**config.mk**
```make
export PLATFORM = sky130hd
export DESIGN_NAME = frequency_measure_counter
export DESIGN_NICKNAME = d
export VERILOG_FILES = /design/src/freq_measure_pkg.sv /design/src/input_conditioner.sv /design/src/pulse_stretcher.sv /design/src/frequency_measure_counter.sv
export SDC_FILE = /design/constraint.sdc
export NUM_CORES = 1
export LEC_CHECK = 0
export ABC_AREA = 1
export BUFFER_PORTS_ARGS = -buffer_cell sky130_fd_sc_hd__buf_2
export CAP_MARGIN = 20
export CORE_ASPECT_RATIO = 1.2
export CORE_MARGIN = 8
export CORE_UTILIZATION = 50
export CTS_CLUSTER_DIAMETER = 30
export DETAILED_ROUTE_END_ITERATION = 8
export GPL_TIMING_DRIVEN = 1
export PLACE_DENSITY = 0.75
export RECOVER_POWER = 100
export SETUP_SLACK_MARGIN = 0.4
export SLEW_MARGIN = 20
export SYNTH_ARGS = -nofsm -noshare
export SYNTH_HDL_FRONTEND = slang
export SYNTH_SLANG_ARGS = --single-unit
```
**constraint.sdc**
```tcl
create_clock -name clk -period 5.6 [get_ports clk]
set_clock_uncertainty 0.05 [all_clocks]
set_input_delay 0 -clock clk [delete_from_list [all_inputs] [get_ports clk]]
set_output_delay 0 -clock clk [all_outputs]
set_load 0.01 [all_outputs]
```
**src/freq_measure_pkg.sv**
```systemverilog
/*
 * shared constants for the frequency measurement counter channel.
 * assumes a 100 MHz system clock and a 32-bit apb register bus.
 */
package freq_measure_pkg;

    // word indices, then byte addresses at four bytes per word
    localparam logic [7:0]  board_control_off  = 8'h00;
    localparam logic [7:0]  irq_status_off     = 8'h02;
    localparam logic [7:0]  trigger_off        = 8'h04;
    localparam logic [7:0]  irq_status_addr    = {irq_status_off[5:0], 2'b00};
    localparam logic [7:0]  trigger_addr       = {trigger_off[5:0], 2'b00};
    localparam logic [7:0]  control_addr       = 8'h14;
    localparam logic [7:0]  constant_addr      = 8'h18;
    localparam logic [7:0]  readback_addr      = 8'h1c;
    localparam logic [7:0]  board_control_addr = {board_control_off[5:0], 2'b00};

    // control register fields
    localparam int          mode_lo_pos        = 0;
    localparam int          out_pol_pos        = 3;
    localparam int          gate_pol_pos       = 4;
    localparam int          meas_pol_pos       = 6;
    localparam int          trig_pol_pos       = 8;
    localparam int          mode_hi_pos        = 10;
    localparam int          debounce_pos       = 13;
    localparam int          unused_pos         = 14;
    localparam int          irq_en_pos         = 15;
    localparam logic [2:0]  mode_lo_freq       = 3'h4;
    localparam logic [2:0]  mode_hi_freq       = 3'h7;
    localparam logic [1:0]  pol_active_low     = 2'h1;
    localparam logic [1:0]  pol_active_high    = 2'h2;
    localparam logic [15:0] control_reset      = 16'h0000;
    localparam logic [15:0] control_wmask      = 16'hbfff;

    // timing
    localparam int          clk_period_ps      = 10000;
    localparam int          out_pulse_ps       = 1750000;
    localparam int          debounce_ps        = 2500000;
    localparam int          out_pulse_cycles   = out_pulse_ps / clk_period_ps;
    localparam int          debounce_cycles    = (debounce_ps + clk_period_ps - 1) / clk_period_ps + 1;

    typedef enum logic [1:0] {
        st_idle  = 2'b00,
        st_armed = 2'b01,
        st_count = 2'b10,
        st_done  = 2'b11
    } meas_state_t;

    // active edge or level decode of a two-bit polarity field
    function automatic logic pol_enabled(input logic [1:0] pol);
        pol_enabled = (pol == pol_active_low) || (pol == pol_active_high);
    endfunction : pol_enabled

    function automatic logic pol_active(input logic [1:0] pol, input logic lvl);
        pol_active = (pol == pol_active_high) ? lvl : ((pol == pol_active_low) ? ~lvl : 1'b0);
    endfunction : pol_active

endpackage : freq_measure_pkg

```
**src/input_conditioner.sv**
```systemverilog
/*
 * synchronises one field input and optionally filters short pulses.
 * assumes an asynchronous input pin and the system clock.
 */
`timescale 1ns/10ps
`default_nettype none
module input_conditioner #(
    parameter int FILTER_CYCLES = freq_measure_pkg::debounce_cycles
) (
    input  wire logic clk,
    input  wire logic rst,
    input  wire logic pin,
    input  wire logic filter_en,
    output logic      level
);
    import freq_measure_pkg::*;

    logic        sync1_reg, sync1_next;
    logic        sync2_reg, sync2_next;
    logic        level_reg, level_next;
    logic [15:0] cnt_reg,   cnt_next;

    always_comb begin
        sync1_next = pin;
        sync2_next = sync1_reg;
        level_next = level_reg;
        cnt_next   = 16'h0000;
        if (!filter_en) begin
            level_next = sync2_reg;
        end else if (sync2_reg != level_reg) begin
            // change accepted only after it outlasts the filter time
            if (cnt_reg >= 16'(FILTER_CYCLES - 1)) begin
                level_next = sync2_reg;
            end else begin
                cnt_next = cnt_reg + 16'h0001;
            end
        end
    end

    always_ff @(posedge clk) begin
        if (rst) begin
            sync1_reg <= 1'b0;
            sync2_reg <= 1'b0;
            level_reg <= 1'b0;
            cnt_reg   <= 16'h0000;
        end else begin
            sync1_reg <= sync1_next;
            sync2_reg <= sync2_next;
            level_reg <= level_next;
            cnt_reg   <= cnt_next;
        end
    end

    assign level = level_reg;

endmodule : input_conditioner
`default_nettype wire

```
**src/pulse_stretcher.sv**
```systemverilog
/*
 * drives a fixed-width pulse on the channel output pin.
 * assumes a one-cycle start strobe on the system clock.
 */
`timescale 1ns/10ps
`default_nettype none
module pulse_stretcher #(
    parameter int PULSE_CYCLES = freq_measure_pkg::out_pulse_cycles
) (
    input  wire logic clk,
    input  wire logic rst,
    input  wire logic start,
    input  wire logic active_high,
    output logic      pin_out,
    output logic      pin_oe
);
    import freq_measure_pkg::*;

    logic [15:0] cnt_reg, cnt_next;
    logic        out_reg, out_next;
    logic        oe_reg,  oe_next;

    always_comb begin
        cnt_next = cnt_reg;
        if (start) begin
            cnt_next = 16'(PULSE_CYCLES);
        end else if (cnt_reg != 16'h0000) begin
            cnt_next = cnt_reg - 16'h0001;
        end
        oe_next  = (cnt_next != 16'h0000);
        // resting level is high, pullup behaviour
        out_next = oe_next ? active_high : 1'b1;
    end

    always_ff @(posedge clk) begin
        if (rst) begin
            cnt_reg <= 16'h0000;
            out_reg <= 1'b1;
            oe_reg  <= 1'b0;
        end else begin
            cnt_reg <= cnt_next;
            out_reg <= out_next;
            oe_reg  <= oe_next;
        end
    end

    assign pin_out = out_reg;
    assign pin_oe  = oe_reg;

endmodule : pulse_stretcher
`default_nettype wire

```
**src/frequency_measure_counter.sv**
```systemverilog
/*
 * one counter channel in frequency-measurement mode with an apb slave.
 * assumes field inputs are asynchronous and the bus runs on clk.
 */
// Register access over APB and the register addresses were chosen for this implementation.
`timescale 1ns/10ps
`default_nettype none

module frequency_measure_counter #(
    parameter int COUNT_WIDTH     = 16,
    parameter int PULSE_CYCLES    = freq_measure_pkg::out_pulse_cycles,
    parameter int DEBOUNCE_CYCLES = freq_measure_pkg::debounce_cycles
) (
    input  wire logic        clk,
    input  wire logic        rst,
    input  wire logic        psel,
    input  wire logic        penable,
    input  wire logic        pwrite,
    input  wire logic [7:0]  paddr,
    input  wire logic [31:0] pwdata,
    output logic      [31:0] prdata,
    output logic             pready,
    output logic             pslverr,
    input  wire logic        gate_input,
    input  wire logic        measured_signal_input,
    input  wire logic        trigger_input,
    output logic             counter_out,
    output logic             counter_out_oe,
    output logic             irq
);
    import freq_measure_pkg::*;

    logic                   gate_lvl;
    logic                   meas_lvl;
    logic                   trig_lvl;
    logic                   wr_en;
    logic                   rd_en;
    logic                   addr_ok;
    logic                   freq_mode;
    logic                   gate_act;
    logic                   meas_act;
    logic                   trig_act;
    logic                   trig_event;
    logic                   meas_edge;
    logic                   gate_rise;
    logic                   gate_fall;
    logic                   done_pulse;
    logic [1:0]             gate_pol;
    logic [1:0]             meas_pol;
    logic [1:0]             trig_pol;
    logic                   wr_trigger;
    logic                   wr_control;
    logic                   wr_constant;
    logic                   wr_board;
    logic                   wr_clear;

    logic [15:0]            control_reg,   control_next;
    logic [15:0]            constant_reg,  constant_next;
    logic                   board_reg,     board_next;
    logic [COUNT_WIDTH-1:0] count_reg,     count_next;
    logic                   pending_reg,   pending_next;
    logic                   gate_d_reg,    gate_d_next;
    logic                   meas_d_reg,    meas_d_next;
    logic                   trig_d_reg,    trig_d_next;
    logic [31:0]            rdata_reg,     rdata_next;
    logic                   err_reg,       err_next;
    meas_state_t            state_reg,     state_next;

    input_conditioner #(
        .FILTER_CYCLES (DEBOUNCE_CYCLES)
    ) u_gate_cond (
        .clk       (clk),
        .rst       (rst),
        .pin       (gate_input),
        .filter_en (control_reg[debounce_pos]),
        .level     (gate_lvl)
    );

    input_conditioner #(
        .FILTER_CYCLES (DEBOUNCE_CYCLES)
    ) u_meas_cond (
        .clk       (clk),
        .rst       (rst),
        .pin       (measured_signal_input),
        .filter_en (control_reg[debounce_pos]),
        .level     (meas_lvl)
    );

    input_conditioner #(
        .FILTER_CYCLES (DEBOUNCE_CYCLES)
    ) u_trig_cond (
        .clk       (clk),
        .rst       (rst),
        .pin       (trigger_input),
        .filter_en (control_reg[debounce_pos]),
        .level     (trig_lvl)
    );

    pulse_stretcher #(
        .PULSE_CYCLES (PULSE_CYCLES)
    ) u_out_pulse (
        .clk         (clk),
        .rst         (rst),
        .start       (done_pulse),
        .active_high (control_reg[out_pol_pos]),
        .pin_out     (counter_out),
        .pin_oe      (counter_out_oe)
    );

    // widen or cut a register word to the counter width
    function automatic logic [COUNT_WIDTH-1:0] fit_count(input logic [15:0] word);
        logic [COUNT_WIDTH+15:0] wide;
        wide      = {{COUNT_WIDTH{1'b0}}, word};
        fit_count = wide[COUNT_WIDTH-1:0];
    endfunction : fit_count

    // register words answer; all other addresses are refused
    function automatic logic addr_mapped(input logic [7:0] addr);
        case (addr)
            irq_status_addr, trigger_addr, control_addr,
            constant_addr, readback_addr, board_control_addr: addr_mapped = 1'b1;
            default:                                          addr_mapped = 1'b0;
        endcase
    endfunction : addr_mapped

    // apb decode, zero wait states
    assign wr_en   = psel && penable && pwrite;
    assign rd_en   = psel && !penable && !pwrite;
    assign addr_ok = addr_mapped(paddr);

    // one write strobe per writable register, access phase only
    assign wr_trigger  = wr_en && (paddr == trigger_addr);
    assign wr_control  = wr_en && (paddr == control_addr);
    assign wr_constant = wr_en && (paddr == constant_addr);
    assign wr_board    = wr_en && (paddr == board_control_addr);
    assign wr_clear    = wr_en && (paddr == irq_status_addr);

    // field decode
    assign gate_pol  = control_reg[gate_pol_pos +: 2];
    assign meas_pol  = control_reg[meas_pol_pos +: 2];
    assign trig_pol  = control_reg[trig_pol_pos +: 2];
    assign freq_mode = (control_reg[mode_lo_pos +: 3] == mode_lo_freq) &&
                       (control_reg[mode_hi_pos +: 3] == mode_hi_freq);

    assign gate_act = pol_active(gate_pol, gate_lvl);
    assign meas_act = pol_active(meas_pol, meas_lvl);
    assign trig_act = pol_active(trig_pol, trig_lvl);

    assign gate_rise = pol_enabled(gate_pol) && gate_act && !gate_d_reg;
    assign gate_fall = pol_enabled(gate_pol) && !gate_act && gate_d_reg;
    // only measured-signal edges advance the counter
    assign meas_edge = meas_act && !meas_d_reg;

    // external edge or software write to the trigger register
    assign trig_event = (trig_act && !trig_d_reg) ||
                        (wr_trigger && pwdata[0]);

    assign done_pulse = (state_reg == st_count) && gate_fall && freq_mode;

    always_comb begin
        state_next = state_reg;
        count_next = count_reg;
        if (!freq_mode) begin
            state_next = st_idle;
        end else begin
            case (state_reg)
                st_idle, st_done: begin
                    if (trig_event) begin
                        state_next = st_armed;
                        count_next = '0;
                    end
                end
                st_armed: begin
                    if (gate_rise) begin
                        state_next = st_count;
                    end
                end
                st_count: begin
                    if (gate_fall) begin
                        state_next = st_done;
                    end else if (meas_edge) begin
                        count_next = count_reg + 1'b1;
                    end
                end
                default: begin
                    state_next = st_idle;
                end
            endcase
        end
        if (wr_constant && (state_reg == st_count)) begin
            count_next = fit_count(constant_next);
        end
    end

    always_comb begin
        control_next  = control_reg;
        constant_next = constant_reg;
        board_next    = board_reg;
        if (wr_control) begin
            control_next = pwdata[15:0] & control_wmask;
        end
        if (wr_constant) begin
            constant_next = pwdata[15:0];
        end
        if (wr_board) begin
            board_next = pwdata[0];
        end
    end

    always_comb begin
        pending_next = pending_reg;
        if (wr_clear && pwdata[0]) begin
            pending_next = 1'b0;
        end
        // a new event wins over a clear in the same cycle
        if (done_pulse && control_reg[irq_en_pos]) begin
            pending_next = 1'b1;
        end
        if (!control_next[irq_en_pos]) begin
            pending_next = 1'b0;
        end
    end

    always_comb begin
        rdata_next = 32'h0000_0000;
        if (rd_en) begin
            case (paddr)
                irq_status_addr:    rdata_next = {31'h0, pending_reg};
                control_addr:       rdata_next = {16'h0, control_reg};
                constant_addr:      rdata_next = {16'h0, constant_reg};
                readback_addr:      rdata_next = 32'(count_reg);
                board_control_addr: rdata_next = {31'h0, board_reg};
                default:            rdata_next = 32'h0000_0000;
            endcase
        end
    end

    // refusal flag decided in the setup cycle, held through the access phase
    always_comb begin
        err_next = 1'b0;
        if (psel && !penable) begin
            err_next = !addr_ok;
        end else if (psel) begin
            err_next = err_reg;
        end
    end

    // level history for the edge detectors
    always_comb begin
        gate_d_next = gate_act;
        meas_d_next = meas_act;
        trig_d_next = trig_act;
    end

    // measurement state and counter
    always_ff @(posedge clk) begin
        if (rst) begin
            state_reg <= st_idle;
            count_reg <= '0;
        end else begin
            state_reg <= state_next;
            count_reg <= count_next;
        end
    end

    // software-visible registers
    always_ff @(posedge clk) begin
        if (rst) begin
            control_reg  <= control_reset;
            constant_reg <= 16'h0000;
            board_reg    <= 1'b0;
        end else begin
            control_reg  <= control_next;
            constant_reg <= constant_next;
            board_reg    <= board_next;
        end
    end

    // pending interrupt
    always_ff @(posedge clk) begin
        if (rst) begin
            pending_reg <= 1'b0;
        end else begin
            pending_reg <= pending_next;
        end
    end

    // edge detector history
    always_ff @(posedge clk) begin
        if (rst) begin
            gate_d_reg <= 1'b0;
            meas_d_reg <= 1'b0;
            trig_d_reg <= 1'b0;
        end else begin
            gate_d_reg <= gate_d_next;
            meas_d_reg <= meas_d_next;
            trig_d_reg <= trig_d_next;
        end
    end

    // bus response
    always_ff @(posedge clk) begin
        if (rst) begin
            rdata_reg <= 32'h0000_0000;
        end else begin
            rdata_reg <= rdata_next;
        end
    end

    always_ff @(posedge clk) begin
        if (rst) begin
            err_reg <= 1'b0;
        end else begin
            err_reg <= err_next;
        end
    end

    assign prdata  = rdata_reg;
    assign pready  = 1'b1;
    assign pslverr = err_reg && psel && penable;
    assign irq     = pending_reg;

endmodule : frequency_measure_counter
`default_nettype wire

```
==> results.json <==
{
  "clock_path_buffers": 2,
  "synth_top_cell_by_area": "dfxtp_1",
  "diodes": 0,
  "mostFrequentLayoutCells": "245 x nand2_1, 146 x dfxtp_1, 130 x nor2_1, 85 x inv_1, 59 x nand3_1",
  "wl_per_cell_um": 13.07,
  "htreeDepth": 4,
  "vias": 5968,
  "drtIter0Drc": 480,
  "synthArstFlopShare": 0,
  "place_congestion": 0.9155,
  "synth_edf_count": 0,
  "seq_area_frac_synth": 0.4424,
  "numCtsBuffers": 17,
  "synth_warnings": 0,
  "cp_max_fo": 19,
  "crit_chain": "inv_1, ha_1, clkinv_1, nor2_1, nand2_1, nand3_1, nand2_1, nor2_1, nand2_1, nor2_1, nor2_1",
  "period_needed_ps": 3121,
  "ir_drop_mv": 0.3001,
  "hold_viol": 0,
  "hold_class": "input pin to flop",
  "core_area_mm2": 0.01307,
  "io_buffers": 51,
  "drive_above_1_share": 0.07234,
  "grt_pass1_wl_mm": 25.98,
  "initial_core_util": 0.5057,
  "slew_viol_final": 24,
  "crit_required_ps": 5840,
  "nNetsFinal": 1072,
  "syn_inst": 918,
  "area_growth_pct": 17.12,
  "avgSynthCellArea_um2": 7.196,
  "num_io_pins": 85,
  "criticalPathCategory": "flop to flop",
  "final.setup.worst_slack_ps": 2479,
  "rsz0062_at_grt": "no",
  "num_rows": 46,
  "synth_area_mm2": 0.006606,
  "finalWirelength_mm": 15.57,
  "mostFrequentLayoutCell": "nand2_1",
  "critPathTopFamily": "simple AND/OR/NAND/NOR gates",
  "arrival_ps": 3360,
  "place_ws_ps": 2741,
  "dieWidth_um": 120.9,
  "fmax_mhz": 320.4,
  "drv_cap": 1,
  "worstSetupStartpointType": "flop",
  "dp_hpwl_mm": 10.52,
  "fin_hold_ws_ps": 38.38,
  "antenna_left": 0,
  "crit_buf_inv": 2,
  "synth_cell_types": 41,
  "violations": "max-capacitance violations, max-slew violations",
  "status": "complete, but fails checks",
  "antenna_found_initial": 0,
  "cts_root_buffer": "clkbuf_16",
  "globalRouteOverflowTotal": 0,
  "drcViolationCount": 0,
  "cellPowerDensity_mw_per_mm2": 390.0,
  "die_h_um": 141.9,
  "cts_resized": 0,
  "die-area_mm2": 0.01716,
  "slew_headroom": -0.1509,
  "max_stage_delay_ps": 520,
  "worst_pin_slew_ps": 1720,
  "vias_per_cell": 5.011,
  "grt_usage": 0.1888,
  "drtPass1Iterations": 5,
  "cts_sinks": 146,
  "tns_ps": 0,
  "synth_top_area_share": 0.4424,
  "end_kind": "flop",
  "worstSkewPairLatency_ps": 430,
  "ys_seq_elements": 146,
  "grt_start_max_net_pins": 68,
  "setup_viol_count_final": 0,
  "path_common_cell": "nor2_1",
  "path_clk_slew_ps": 60,
  "final.period_utilization": 0.5574,
  "grt_pass1_vias": 5612,
  "p_leak_nw": 3.182,
  "yosys-top-cells-area": "dfxtp_1 44%, nand2_1 14%, nor2_1 7.3%",
  "slowest_stage": "ha_1",
  "cts_tree": "done",
  "synthFlopType": "dfxtp_1"
}
## repair_timing
| item | in CTS | in global routing |
|---|---|---|
| hold buffers | 23 | 0 |
| hold endpoints to repair | 40 | 0 |
| setup buffers | 0 | 0 |
| endpoints found under the setup margin | 0 | 0 |
## stage by stage
step,area (um^2),cells,utilization,total power [mW]
2_1_floorplan,6753,957,-,1.731
3_3_place_gp,6968,1136,0.5333,1.850
3_5_place_dp,6968,1136,0.5333,1.858
4_1_cts,7796,1191,0.5967,3.035
6_report,7737,1191,0.5922,3.018
5_1_grt,7737,1191,0.5922,3.200
## cells by family (layout without fill, tap and decap cells)
| logic type | after synthesis | count (layout) | synth area share |
|---|---|---|---|
| other | 2 | 41 | 0.001137 |
| flip-flops | 146 | 146 | 0.4424 |
| adder cells (fa/ha/maj) | 14 | 14 | 0.02652 |
| AND/OR/NAND/NOR | 489 | 489 | 0.3189 |
| AO/OA/AOI/OAI | 119 | 119 | 0.09754 |
| XOR/XNOR | 18 | 18 | 0.02386 |
| buffers and inverters | 130 | 196 | 0.08958 |
## worst reg2reg max path, delay by kind of cell, from the launching register on
family | cells | cell delay (ps)
flops | 1 | 330
simple gates | 8 | 1550
fa+ha+maj | 1 | 520
buf+inv | 2 | 540
## routing by layer
metal  global-route usage  wire length [um]  vias up  share of wire
met2               0.3077              7259      191           0.47
met3              0.05726              1262       23          0.081
met4              0.07708               250        0          0.016
met5                    0                 0        -              0
li1                     -                 -     3074              -
met1               0.2258              6797     2680           0.44
## layout make-up
cell class / instances / area [um^2]
fillers: 1268 / 5328
multi-input cells: 681 / 3206
flip-flops and latches: 146 / 2923
repair buffers: 75 / 466.7
clock buffers: 18 / 429.2
inverters: 89 / 334.1
well taps: 168 / 210.2
clock inverters: 14 / 168.9
## synthesized netlist by cell type, types with 8 or more instances
cell type and count:
nand3b_1 14, buf_4 17, inv_1 84, buf_2 8, xor2_1 11, o21ai_0 31
nand2_1 242, nand4_1 15, nand3_1 57, nor2_1 128, a21oi_1 57, clkbuf_1 11
dfxtp_1 146, nor3_1 8, a31oi_1 16, ha_1 14
## report_power, final
group	internal [mW]	switching [mW]	leakage (nW)
registers	1.10	0.0513	1.19
clock network	0.671	0.475	0.289
logic	0.246	0.469	1.70
## path summary, 6_finish.rpt
kind	from	to	slack [ps]	cells past startpoint
setup / recovery	state_reg[0]	u_out_pulse.pin_oe	2480	11
hold / removal	paddr[4]	irq	40	7
setup reg to reg	state_reg[0]	u_out_pulse.pin_oe	2480	11
hold reg to reg	u_trig_cond.sync1_reg	u_trig_cond.sync2_reg	360	2
Power figures use the tool's default switching activity.
